File: src/core/sfr_pkg.sv
package sfr_pkg;

    // Register map
    localparam logic [11:0] ADDR_RELEASE_DELAY = 12'h200;
    localparam logic [11:0] ADDR_REPORT_ZERO = 12'h210;
    localparam logic [11:0] ADDR_REPORT_ONE = 12'h211;
    localparam logic [11:0] ADDR_REPORT_TWO = 12'h212;
    localparam logic [11:0] ADDR_STATUS = 12'h21f;
    localparam logic [11:0] ADDR_LANE_MODE = 12'h21e;

    // Field layout
    localparam int DELAY_LSB = 0;
    localparam int DELAY_W = 5;
    localparam int LANE_MODE_W = 2;

    // Reset values
    localparam logic [4:0] RELEASE_DELAY_RESET = 5'h08;
    localparam logic [4:0] REPORT_RESET = 5'h00;
    localparam logic [1:0] LANE_MODE_RESET = 2'h0;

    // Report offsets
    localparam logic [5:0] OFFSET_ONE = 6'h01;
    localparam logic [5:0] OFFSET_TWO_MODE0 = 6'h02;
    localparam logic [5:0] OFFSET_TWO_OTHER = 6'h00;

    // Arrival counter saturates above the report range
    localparam logic [5:0] COUNT_MAX = 6'h3f;

    // Number of measured FIFOs
    localparam int NUM_FIFO = 3;

    typedef enum logic [1:0] {
        SFR_IDLE,
        SFR_COUNT,
        SFR_DONE
    } sfr_state_t;

    typedef struct packed {
        logic [11:0] addr;
        logic [7:0] wdata;
        logic wr;
        logic rd;
    } sfr_bus_req_t;

endpackage

File: src/core/sfr_sync.sv
`timescale 1ns/1ps
module sfr_sync
(
    // Clock and reset
    input wire logic core_clk_in,
    input wire logic resetn_in,
    // Level in and out
    input wire logic async_in,
    output logic sync_out
);

    logic stage1_reg;
    logic stage2_reg;

    always_ff @(posedge core_clk_in or negedge resetn_in)
    begin
        if (!resetn_in)
        begin
            stage1_reg <= 1'b0;
            stage2_reg <= 1'b0;
        end
        else
        begin
            stage1_reg <= async_in;
            stage2_reg <= stage1_reg;
        end
    end

    assign sync_out = stage2_reg;

endmodule

File: src/core/sfr_arrival_meter.sv
`timescale 1ns/1ps
module sfr_arrival_meter
(
    // Clock and reset
    input wire logic core_clk_in,
    input wire logic resetn_in,
    // Measurement events, synchronous
    input wire logic sysref_rise_in,
    input wire logic sample_seen_in,
    // Latest arrival count
    output logic [5:0] count_out,
    output logic valid_out
);

    logic [5:0] cnt_reg;
    logic [5:0] cnt_next;
    logic [5:0] res_reg;
    logic [5:0] res_next;
    logic val_reg;
    logic val_next;
    sfr_pkg::sfr_state_t st_reg;
    sfr_pkg::sfr_state_t st_next;

    always_comb
    begin
        cnt_next = cnt_reg;
        res_next = res_reg;
        val_next = val_reg;
        st_next = st_reg;
        case (st_reg)
            sfr_pkg::SFR_IDLE:
            begin
                if (sysref_rise_in)
                begin
                    cnt_next = 6'h00;
                    st_next = sfr_pkg::SFR_COUNT;
                end
            end
            sfr_pkg::SFR_COUNT:
            begin
                if (sample_seen_in)
                begin
                    // Most recent measurement replaces the old one
                    res_next = cnt_reg;
                    val_next = 1'b1;
                    st_next = sfr_pkg::SFR_DONE;
                end
                else if (cnt_reg != sfr_pkg::COUNT_MAX)
                begin
                    cnt_next = cnt_reg + 6'h01;
                end
            end
            sfr_pkg::SFR_DONE:
            begin
                if (sysref_rise_in)
                begin
                    cnt_next = 6'h00;
                    st_next = sfr_pkg::SFR_COUNT;
                end
            end
            default:
            begin
                st_next = sfr_pkg::SFR_IDLE;
            end
        endcase
    end

    always_ff @(posedge core_clk_in or negedge resetn_in)
    begin
        if (!resetn_in)
        begin
            cnt_reg <= 6'h00;
            res_reg <= 6'h00;
            val_reg <= 1'b0;
            st_reg <= sfr_pkg::SFR_IDLE;
        end
        else
        begin
            cnt_reg <= cnt_next;
            res_reg <= res_next;
            val_reg <= val_next;
            st_reg <= st_next;
        end
    end

    assign count_out = res_reg;
    assign valid_out = val_reg;

endmodule

File: src/core/sfr_release_delay.sv
// Implementation choice: the address-and-strobe port.
`timescale 1ns/1ps
module sfr_release_delay
(
    // Clock and reset
    input wire logic core_clk_in,
    input wire logic resetn_in,
    // Register port
    input wire logic [11:0] reg_addr_in,
    input wire logic [7:0] reg_wdata_in,
    input wire logic reg_wr_in,
    input wire logic reg_rd_in,
    output logic [7:0] reg_rdata_out,
    // Converter side, asynchronous levels
    input wire logic sysref_in,
    input wire logic [2:0] sample_avail_in,
    input wire logic [1:0] transmit_gate_in,
    input wire logic oscillator_enable_in,
    // Release, oscillator alignment and write violation flag
    output logic release_out,
    output logic osc_align_out,
    output logic write_violation_out
);

    ////////////////////////////////////////////////////////////////////////
    // Input synchronisers

    logic sysref_s;
    logic [2:0] avail_s;
    logic [1:0] gate_s;
    logic osc_en_s;
    logic sysref_d_reg;
    logic sysref_rise;
    logic [2:0] avail_d_reg;
    logic [2:0] avail_rise;

    sfr_sync u_sync_sysref
    (
        .core_clk_in(core_clk_in),
        .resetn_in(resetn_in),
        .async_in(sysref_in),
        .sync_out(sysref_s)
    );

    sfr_sync u_sync_osc
    (
        .core_clk_in(core_clk_in),
        .resetn_in(resetn_in),
        .async_in(oscillator_enable_in),
        .sync_out(osc_en_s)
    );

    genvar g;
    generate
        for (g = 0; g < 2; g++)
        begin : g_gate
            sfr_sync u_sync_gate
            (
                .core_clk_in(core_clk_in),
                .resetn_in(resetn_in),
                .async_in(transmit_gate_in[g]),
                .sync_out(gate_s[g])
            );
        end
        for (g = 0; g < sfr_pkg::NUM_FIFO; g++)
        begin : g_fifo
            sfr_sync u_sync_avail
            (
                .core_clk_in(core_clk_in),
                .resetn_in(resetn_in),
                .async_in(sample_avail_in[g]),
                .sync_out(avail_s[g])
            );
        end
    endgenerate

    always_ff @(posedge core_clk_in or negedge resetn_in)
    begin
        if (!resetn_in)
        begin
            sysref_d_reg <= 1'b0;
            avail_d_reg <= 3'h0;
        end
        else
        begin
            sysref_d_reg <= sysref_s;
            avail_d_reg <= avail_s;
        end
    end

    assign sysref_rise = sysref_s & ~sysref_d_reg;
    assign avail_rise = avail_s & ~avail_d_reg;

    ////////////////////////////////////////////////////////////////////////
    // Arrival measurement

    logic [5:0] raw_cnt [sfr_pkg::NUM_FIFO];
    logic [2:0] raw_val;

    generate
        for (g = 0; g < sfr_pkg::NUM_FIFO; g++)
        begin : g_meter
            sfr_arrival_meter u_meter
            (
                .core_clk_in(core_clk_in),
                .resetn_in(resetn_in),
                .sysref_rise_in(sysref_rise),
                .sample_seen_in(avail_rise[g]),
                .count_out(raw_cnt[g]),
                .valid_out(raw_val[g])
            );
        end
    endgenerate

    // Subtract and clamp into the five-bit report range
    function automatic logic [4:0] clamp_sub(input logic [5:0] v,
                                             input logic [5:0] off);
        logic [6:0] diff;
        diff = {1'b0, v} - {1'b0, off};
        if (diff[6])
            clamp_sub = 5'h00;
        else if (diff[5])
            clamp_sub = 5'h1f;
        else
            clamp_sub = diff[4:0];
    endfunction

    ////////////////////////////////////////////////////////////////////////
    // Registers

    logic [4:0] delay_reg;
    logic [4:0] delay_next;
    logic [1:0] lane_mode_reg;
    logic [1:0] lane_mode_next;
    logic [4:0] rep_reg [sfr_pkg::NUM_FIFO];
    logic [4:0] rep_next [sfr_pkg::NUM_FIFO];
    logic viol_reg;
    logic viol_next;
    logic [7:0] rdata_reg;
    logic [7:0] rdata_next;
    logic [5:0] off_two;
    logic safe_change;

    // Data path must be quiet for a delay change to be glitch free
    assign safe_change = (gate_s == 2'b00) && !osc_en_s;
    assign off_two = (lane_mode_reg == 2'h0) ? sfr_pkg::OFFSET_TWO_MODE0
                                             : sfr_pkg::OFFSET_TWO_OTHER;

    always_comb
    begin
        delay_next = delay_reg;
        lane_mode_next = lane_mode_reg;
        viol_next = viol_reg;
        rdata_next = 8'h00;
        rep_next[0] = raw_val[0] ? clamp_sub(raw_cnt[0], 6'h00)
                                 : rep_reg[0];
        rep_next[1] = raw_val[1] ? clamp_sub(raw_cnt[1], sfr_pkg::OFFSET_ONE)
                                 : rep_reg[1];
        rep_next[2] = raw_val[2] ? clamp_sub(raw_cnt[2], off_two)
                                 : rep_reg[2];
        if (reg_wr_in)
        begin
            case (reg_addr_in)
                sfr_pkg::ADDR_RELEASE_DELAY:
                begin
                    delay_next = reg_wdata_in[4:0];
                    // Write still lands; the flag records the misuse
                    if (!safe_change)
                        viol_next = 1'b1;
                end
                sfr_pkg::ADDR_LANE_MODE:
                    lane_mode_next = reg_wdata_in[1:0];
                sfr_pkg::ADDR_STATUS:
                    if (reg_wdata_in[0])
                        viol_next = 1'b0;
                default: viol_next = viol_reg;
            endcase
        end
        if (reg_rd_in)
        begin
            case (reg_addr_in)
                sfr_pkg::ADDR_RELEASE_DELAY: rdata_next = {3'h0, delay_reg};
                sfr_pkg::ADDR_REPORT_ZERO: rdata_next = {3'h0, rep_reg[0]};
                sfr_pkg::ADDR_REPORT_ONE: rdata_next = {3'h0, rep_reg[1]};
                sfr_pkg::ADDR_REPORT_TWO: rdata_next = {3'h0, rep_reg[2]};
                sfr_pkg::ADDR_LANE_MODE: rdata_next = {6'h00, lane_mode_reg};
                sfr_pkg::ADDR_STATUS:
                    rdata_next = {5'h00, osc_en_s, safe_change, viol_reg};
                default: rdata_next = 8'h00;
            endcase
        end
    end

    always_ff @(posedge core_clk_in or negedge resetn_in)
    begin
        if (!resetn_in)
        begin
            delay_reg <= sfr_pkg::RELEASE_DELAY_RESET;
            lane_mode_reg <= sfr_pkg::LANE_MODE_RESET;
            viol_reg <= 1'b0;
            rdata_reg <= 8'h00;
            for (int i = 0; i < sfr_pkg::NUM_FIFO; i++)
                rep_reg[i] <= sfr_pkg::REPORT_RESET;
        end
        else
        begin
            delay_reg <= delay_next;
            lane_mode_reg <= lane_mode_next;
            viol_reg <= viol_next;
            rdata_reg <= rdata_next;
            for (int i = 0; i < sfr_pkg::NUM_FIFO; i++)
                rep_reg[i] <= rep_next[i];
        end
    end

    assign reg_rdata_out = rdata_reg;
    assign write_violation_out = viol_reg;

    ////////////////////////////////////////////////////////////////////////
    // Release timer; also times the oscillator alignment point

    logic [4:0] rel_cnt_reg;
    logic [4:0] rel_cnt_next;
    logic rel_run_reg;
    logic rel_run_next;
    logic release_reg;
    logic release_next;

    always_comb
    begin
        rel_cnt_next = rel_cnt_reg;
        rel_run_next = rel_run_reg;
        release_next = 1'b0;
        if (sysref_rise)
        begin
            rel_cnt_next = delay_reg;
            rel_run_next = 1'b1;
        end
        else if (rel_run_reg)
        begin
            if (rel_cnt_reg == 5'h00)
            begin
                release_next = 1'b1;
                rel_run_next = 1'b0;
            end
            else
                rel_cnt_next = rel_cnt_reg - 5'h01;
        end
    end

    always_ff @(posedge core_clk_in or negedge resetn_in)
    begin
        if (!resetn_in)
        begin
            rel_cnt_reg <= 5'h00;
            rel_run_reg <= 1'b0;
            release_reg <= 1'b0;
        end
        else
        begin
            rel_cnt_reg <= rel_cnt_next;
            rel_run_reg <= rel_run_next;
            release_reg <= release_next;
        end
    end

    assign release_out = release_reg;
    assign osc_align_out = release_reg;

    ////////////////////////////////////////////////////////////////////////
    // Checks
    property p_reset_delay;
        @(posedge core_clk_in)
        $rose(resetn_in) |-> delay_reg == sfr_pkg::RELEASE_DELAY_RESET;
    endproperty
    a_reset_delay: assert property (p_reset_delay)
        else $error("Release delay not eight after reset");
    property p_release_time;
        @(posedge core_clk_in) disable iff (!resetn_in)
        (sysref_rise && delay_reg == 5'h03) ##1 !sysref_rise [*4]
            |=> release_reg;
    endproperty
    a_release_time: assert property (p_release_time)
        else $error("Release not at programmed delay");
    property p_align_follows;
        @(posedge core_clk_in) osc_align_out == release_out;
    endproperty
    a_align_follows: assert property (p_align_follows)
        else $error("Oscillator alignment not tied to release");
    property p_rep0;
        @(posedge core_clk_in) disable iff (!resetn_in)
        raw_val[0] && !raw_cnt[0][5] |=> rep_reg[0] == $past(raw_cnt[0][4:0]);
    endproperty
    a_rep0: assert property (p_rep0)
        else $error("Report zero wrong");
    // Whole in-range span, counts 1 to 32; counts that clamp are not checked
    property p_rep1;
        @(posedge core_clk_in) disable iff (!resetn_in)
        raw_val[1] && raw_cnt[1] inside {[6'h01:6'h20]}
            |=> rep_reg[1] == 5'($past(raw_cnt[1]) - 6'h01);
    endproperty
    a_rep1: assert property (p_rep1)
        else $error("Report one offset wrong");
    property p_rep2;
        @(posedge core_clk_in) disable iff (!resetn_in)
        raw_val[2] && lane_mode_reg == 2'h0 &&
            raw_cnt[2] inside {[6'h02:6'h21]}
            |=> rep_reg[2] == 5'($past(raw_cnt[2]) - 6'h02);
    endproperty
    a_rep2: assert property (p_rep2)
        else $error("Report two offset wrong");
    property p_rd_upper;
        @(posedge core_clk_in) disable iff (!resetn_in)
        reg_rd_in && reg_addr_in[11:4] == 8'h21
            |=> reg_rdata_out[7:5] == 3'h0;
    endproperty
    a_rd_upper: assert property (p_rd_upper)
        else $error("Report upper bits not zero");
    property p_clamp;
        @(posedge core_clk_in) disable iff (!resetn_in)
        raw_val[0] && raw_cnt[0] > 6'h1f |=> rep_reg[0] == 5'h1f;
    endproperty
    a_clamp: assert property (p_clamp)
        else $error("Report not clamped high");
    c_release: cover property (@(posedge core_clk_in) release_reg);
    c_rep2_other: cover property (@(posedge core_clk_in)
        raw_val[2] && lane_mode_reg != 2'h0);
    c_violation: cover property (@(posedge core_clk_in) $rose(viol_reg));

endmodule

File: config.mk
export PLATFORM = sky130hd
export DESIGN_NAME = sfr_release_delay
export DESIGN_NICKNAME = d
export VERILOG_FILES = /design/src/core/sfr_pkg.sv /design/src/core/sfr_sync.sv /design/src/core/sfr_arrival_meter.sv /design/src/core/sfr_release_delay.sv
export SDC_FILE = /design/constraint.sdc
export NUM_CORES = 1
export LEC_CHECK = 0
export BUFFER_PORTS_ARGS = -buffer_cell sky130_fd_sc_hd__buf_2
export CAP_MARGIN = 40
export CORE_MARGIN = 5
export CORE_UTILIZATION = 53
export DETAILED_ROUTE_END_ITERATION = 8
export GPL_TIMING_DRIVEN = 0
export PLACE_DENSITY_LB_ADDON = 0.25
export RECOVER_POWER = 25
export SLEW_MARGIN = 20
export SYNTH_ARGS = -nofsm -noshare
export SYNTH_HDL_FRONTEND = slang
export SYNTH_SLANG_ARGS = --single-unit
File: constraint.sdc
create_clock -name core_clk_in -period 2.4 [get_ports core_clk_in]
set_input_delay 0.48 -clock core_clk_in [delete_from_list [all_inputs] [get_ports core_clk_in]]
set_output_delay 0.48 -clock core_clk_in [all_outputs]
set_load 0.05 [all_outputs]
==> results.sh <==
export IMPL_outcome="complete, no violations"
export IMPL_dieArea_um2=10500
export IMPL_end_kind="flop"
export IMPL_ios=42
export IMPL_route_detailed_drc=0
export IMPL_drt_wirelength_per_cell_um=14.5
export IMPL_synthToLayoutAreaGrowth_pct=12.1
export IMPL_fillerInstances=701
export IMPL_route_detailed_vias_per_inst=5.51
export IMPL_grt_max_degree=66
export IMPL_netlist_area_leader_share_pct=53.6
export IMPL_synth_area_leader_cell="dfrtp_1"
export IMPL_postCtsResizedCells=0
export IMPL_synthTopCellsByCount="dfrtp_1, o21ai_0, nor2_1"
export IMPL_finalNetCount=495
export IMPL_hold_path_cell_count=1
export IMPL_ir_drop_mv=0.334
export IMPL_switchingPower_mw=1.58
export IMPL_post_synth_main_area_contributors="dfrtp_1, mux2_2, o21ai_0"
export IMPL_timing_reg2reg_worst_path_depth=7
export IMPL_timing_fmax_mhz=537
export IMPL_die_height_um=102
export IMPL_dr_wl_met3_um=401
export IMPL_grt_first_pass_wirelength_mm=14.1
export IMPL_max_slew_margin_rel_pct=41.5
export IMPL_max_clock_path_buffers=2
export IMPL_tightest_pin_transition_ps=878
export IMPL_maxSlewViolCount=0
export IMPL_setup_total_negative_slack_ps=0
export IMPL_post_synth_top_count_cell="dfrtp_1"
export IMPL_die_width_um=102
export IMPL_finalCritPeriodShare_pct=77.6
export IMPL_final_util_pct=61.5
export IMPL_yosysWarningCount=0
export IMPL_highest_layer_used_for_signal_routing="met4"
export IMPL_first_global_vias=3111
export IMPL_wl_mm=8.19
export IMPL_core_rowCount=33
export IMPL_total_track_usage_pct=17.1
export IMPL_ctsRootBufferMaster="clkbuf_8"
export IMPL_synth_async_reset_ratio_pct=100
export IMPL_layout_min_cycle_time_ps=1860
export IMPL_worstHoldPathType="input pin to flop"
export IMPL_detailedPlacementHpwl_mm=6.04
export IMPL_core_area_um2=8260
export IMPL_synth_edff_count=0
export IMPL_power_clock_fraction_pct=22.5
export IMPL_fin_hold_ws_ps=223
export IMPL_finalWeightedCongestion=0.802
export IMPL_cts_tree="built"
export IMPL_path_class="flop to flop"
export IMPL_timing_critical_path_from_type="flop"
export IMPL_syn_inst=407
export IMPL_rsz0062_at_grt="false"
export IMPL_crit_arrival_ps=2110
export IMPL_cap_violations=0
export IMPL_clock_sinks=98
export IMPL_sequentialPowerShare_pct=47.6
export IMPL_power_report_internal_total_mw=3.16
export IMPL_netSwitchingFraction_pct=33.3
export IMPL_netlist_area_um2=4530
export IMPL_synth_seq_cells=98
export IMPL_insertedDiodeCount=0
export IMPL_path_max_fanout=4
export IMPL_average_cell_area_after_synthesis_um2=11.1
export IMPL_ant_nets=0
export IMPL_floorplan_initialDensity_pct=54.8
export IMPL_yosys_cell_types_count=62
export IMPL_antenna_found_initial=0
export IMPL_first_iter_violations=130
export IMPL_clk_transition_reported_paths_ps=100
export IMPL_detailroute_wirelength_met2_mm=3.91
export IMPL_drive_above_1_share_pct=24.3
export IMPL_cellLeakagePower_nw=2.43
export IMPL_power_density_nw_per_um2=933
export IMPL_clk_latency_ps=360
export IMPL_detailed_route_wire_length_on_metal_1_mm=3.71
export IMPL_setup_viol=0
export IMPL_cts_buffers_inserted=9
export IMPL_first_pass_iters=6
export IMPL_report_final_hold_viol_count=0
export IMPL_place_port_buffers=34
export IMPL_synth_flop_cell="dfrtp_1"
export IMPL_global_route_overflow_total=0
export IMPL_critPathRequiredTime_ps=2650
export IMPL_report_power_total_mw=4.74
export IMPL_finClkSkew_ps=9.34
export IMPL_via_count=3119
export IMPL_clock_tree_htree_level_count=3
export IMPL_p_comb_share_pct=29.9
export IMPL_seq_area_frac_synth_pct=54.2
==> power by group through the flow <==
| stage | combinational, mW | sequential (mW) | clock, mW |
|---|---|---|---|
| finish | 1.42 | 2.26 | 1.07 |
| global route | 1.62 | 2.31 | 1.18 |
| CTS | 1.43 | 2.26 | 1.10 |
| detailed placement | 1.42 | 2.29 | 0 |
| global placement | 1.37 | 2.27 | 0 |
| floorplan | 1.13 | 2.22 | 0 |
==> worst max-delay path, stage by stage (launching register included) <==
cell and delay [ps]:
dfrtp_1 430, nor2_1 130, ha_1 180, ha_1 200
nand3b_1 90, mux2_2 280, o32a_1 170, mux2_2 260
==> kinds of logic after synthesis <==
| kind of cell | share of synthesized area [%] |
|---|---|
| AO/OA/AOI/OAI | 13.1 |
| XOR/XNOR | 1.16 |
| adder cells (fa/ha/maj) | 2.21 |
| buffers and inverters | 3.57 |
| flip-flops | 54.2 |
| multiplexers | 8.87 |
| other | 0.0828 |
| AND/OR/NAND/NOR | 16.8 |
==> layer usage <==
metal,vias to the layer above,track usage [%]
li1,1553,-
met1,1497,22.5
met2,55,27.3
met3,14,4.23
met4,0,6.86
met5,-,0
==> cell type report <==
cell class | instances | area [um^2] | share of cell area (%)
inverter | 21 | 78.8 | 1.55
timing repair buffer | 36 | 208 | 4.09
clock inverter | 6 | 65.1 | 1.28
clock buffer | 10 | 138 | 2.71
sequential | 98 | 2450 | 48.3
buffer | 15 | 82.6 | 1.63
tap | 105 | 131 | 2.59
multi-input combinational | 275 | 1920 | 37.8
==> metrics by stage <==
step	instances	instance area (um^2)	worst slack (ps)
floorplan	409	4530	745
finish	566	5080	538
global placement	548	4840	-80.6
CTS	566	5080	527
global route	566	5080	442
detailed placement	549	4870	534
==> final timing paths <==
path	start	to	slack, ps
worst max-delay path	lane_mode_reg[1]$_DFFE_PN0P_	rep_reg[4]$_DFFE_PN0P_	540
worst min-delay path	sample_avail_in[0]	g_fifo[0].u_sync_avail.stage1_reg$_DFF_PN0_	220
worst max register to register	lane_mode_reg[1]$_DFFE_PN0P_	rep_reg[4]$_DFFE_PN0P_	540
worst min register to register	g_gate[1].u_sync_gate.stage1_reg$_DFF_PN0_	g_gate[1].u_sync_gate.sync_out$_DFF_PN0_	350
max in group asynchronous	resetn_in	delay_reg[3]$_DFFE_PN1P_	800
min in group asynchronous	resetn_in	g_meter[2].u_meter.count_out[5]$_DFFE_PN0P_	770
==> layout by cell type (no fill, tap or decap), types with 3 or more instances in the layout <==
cell type  synthesis  final
dfrtp_1           97     97
buf_2              5     38
o21ai_0           28     28
nor2_1            25     25
mux2_2            24     24
nand2_1           22     22
inv_1             19     19
nand3_1           17     17
a21oi_1           17     17
nand2b_1          15     15
clkbuf_8           0     10
and3_1             9      9
mux2i_1            9      9
a22o_1             9      9
nor3_1             8      8
ha_1               8      8
nor2b_1            7      7
or2_2              6      6
buf_4              5      5
nand4_1            5      5
nand3b_1           5      5
a31o_2             4      4
xor2_1             4      4
clkbuf_1           3      3
a32oi_1            3      3
a31oi_1            3      3
o22ai_1            3      3
nor3b_1            3      3
a211o_1            3      3
conb_1             1      3
==> what timing repair did <==
action | in CTS | in global routing
buffers inserted | 0 | 0
hold buffers | 1 | 0
hold endpoints to repair | 13 | 0
Note: power is estimated with default switching activity, not from simulation.
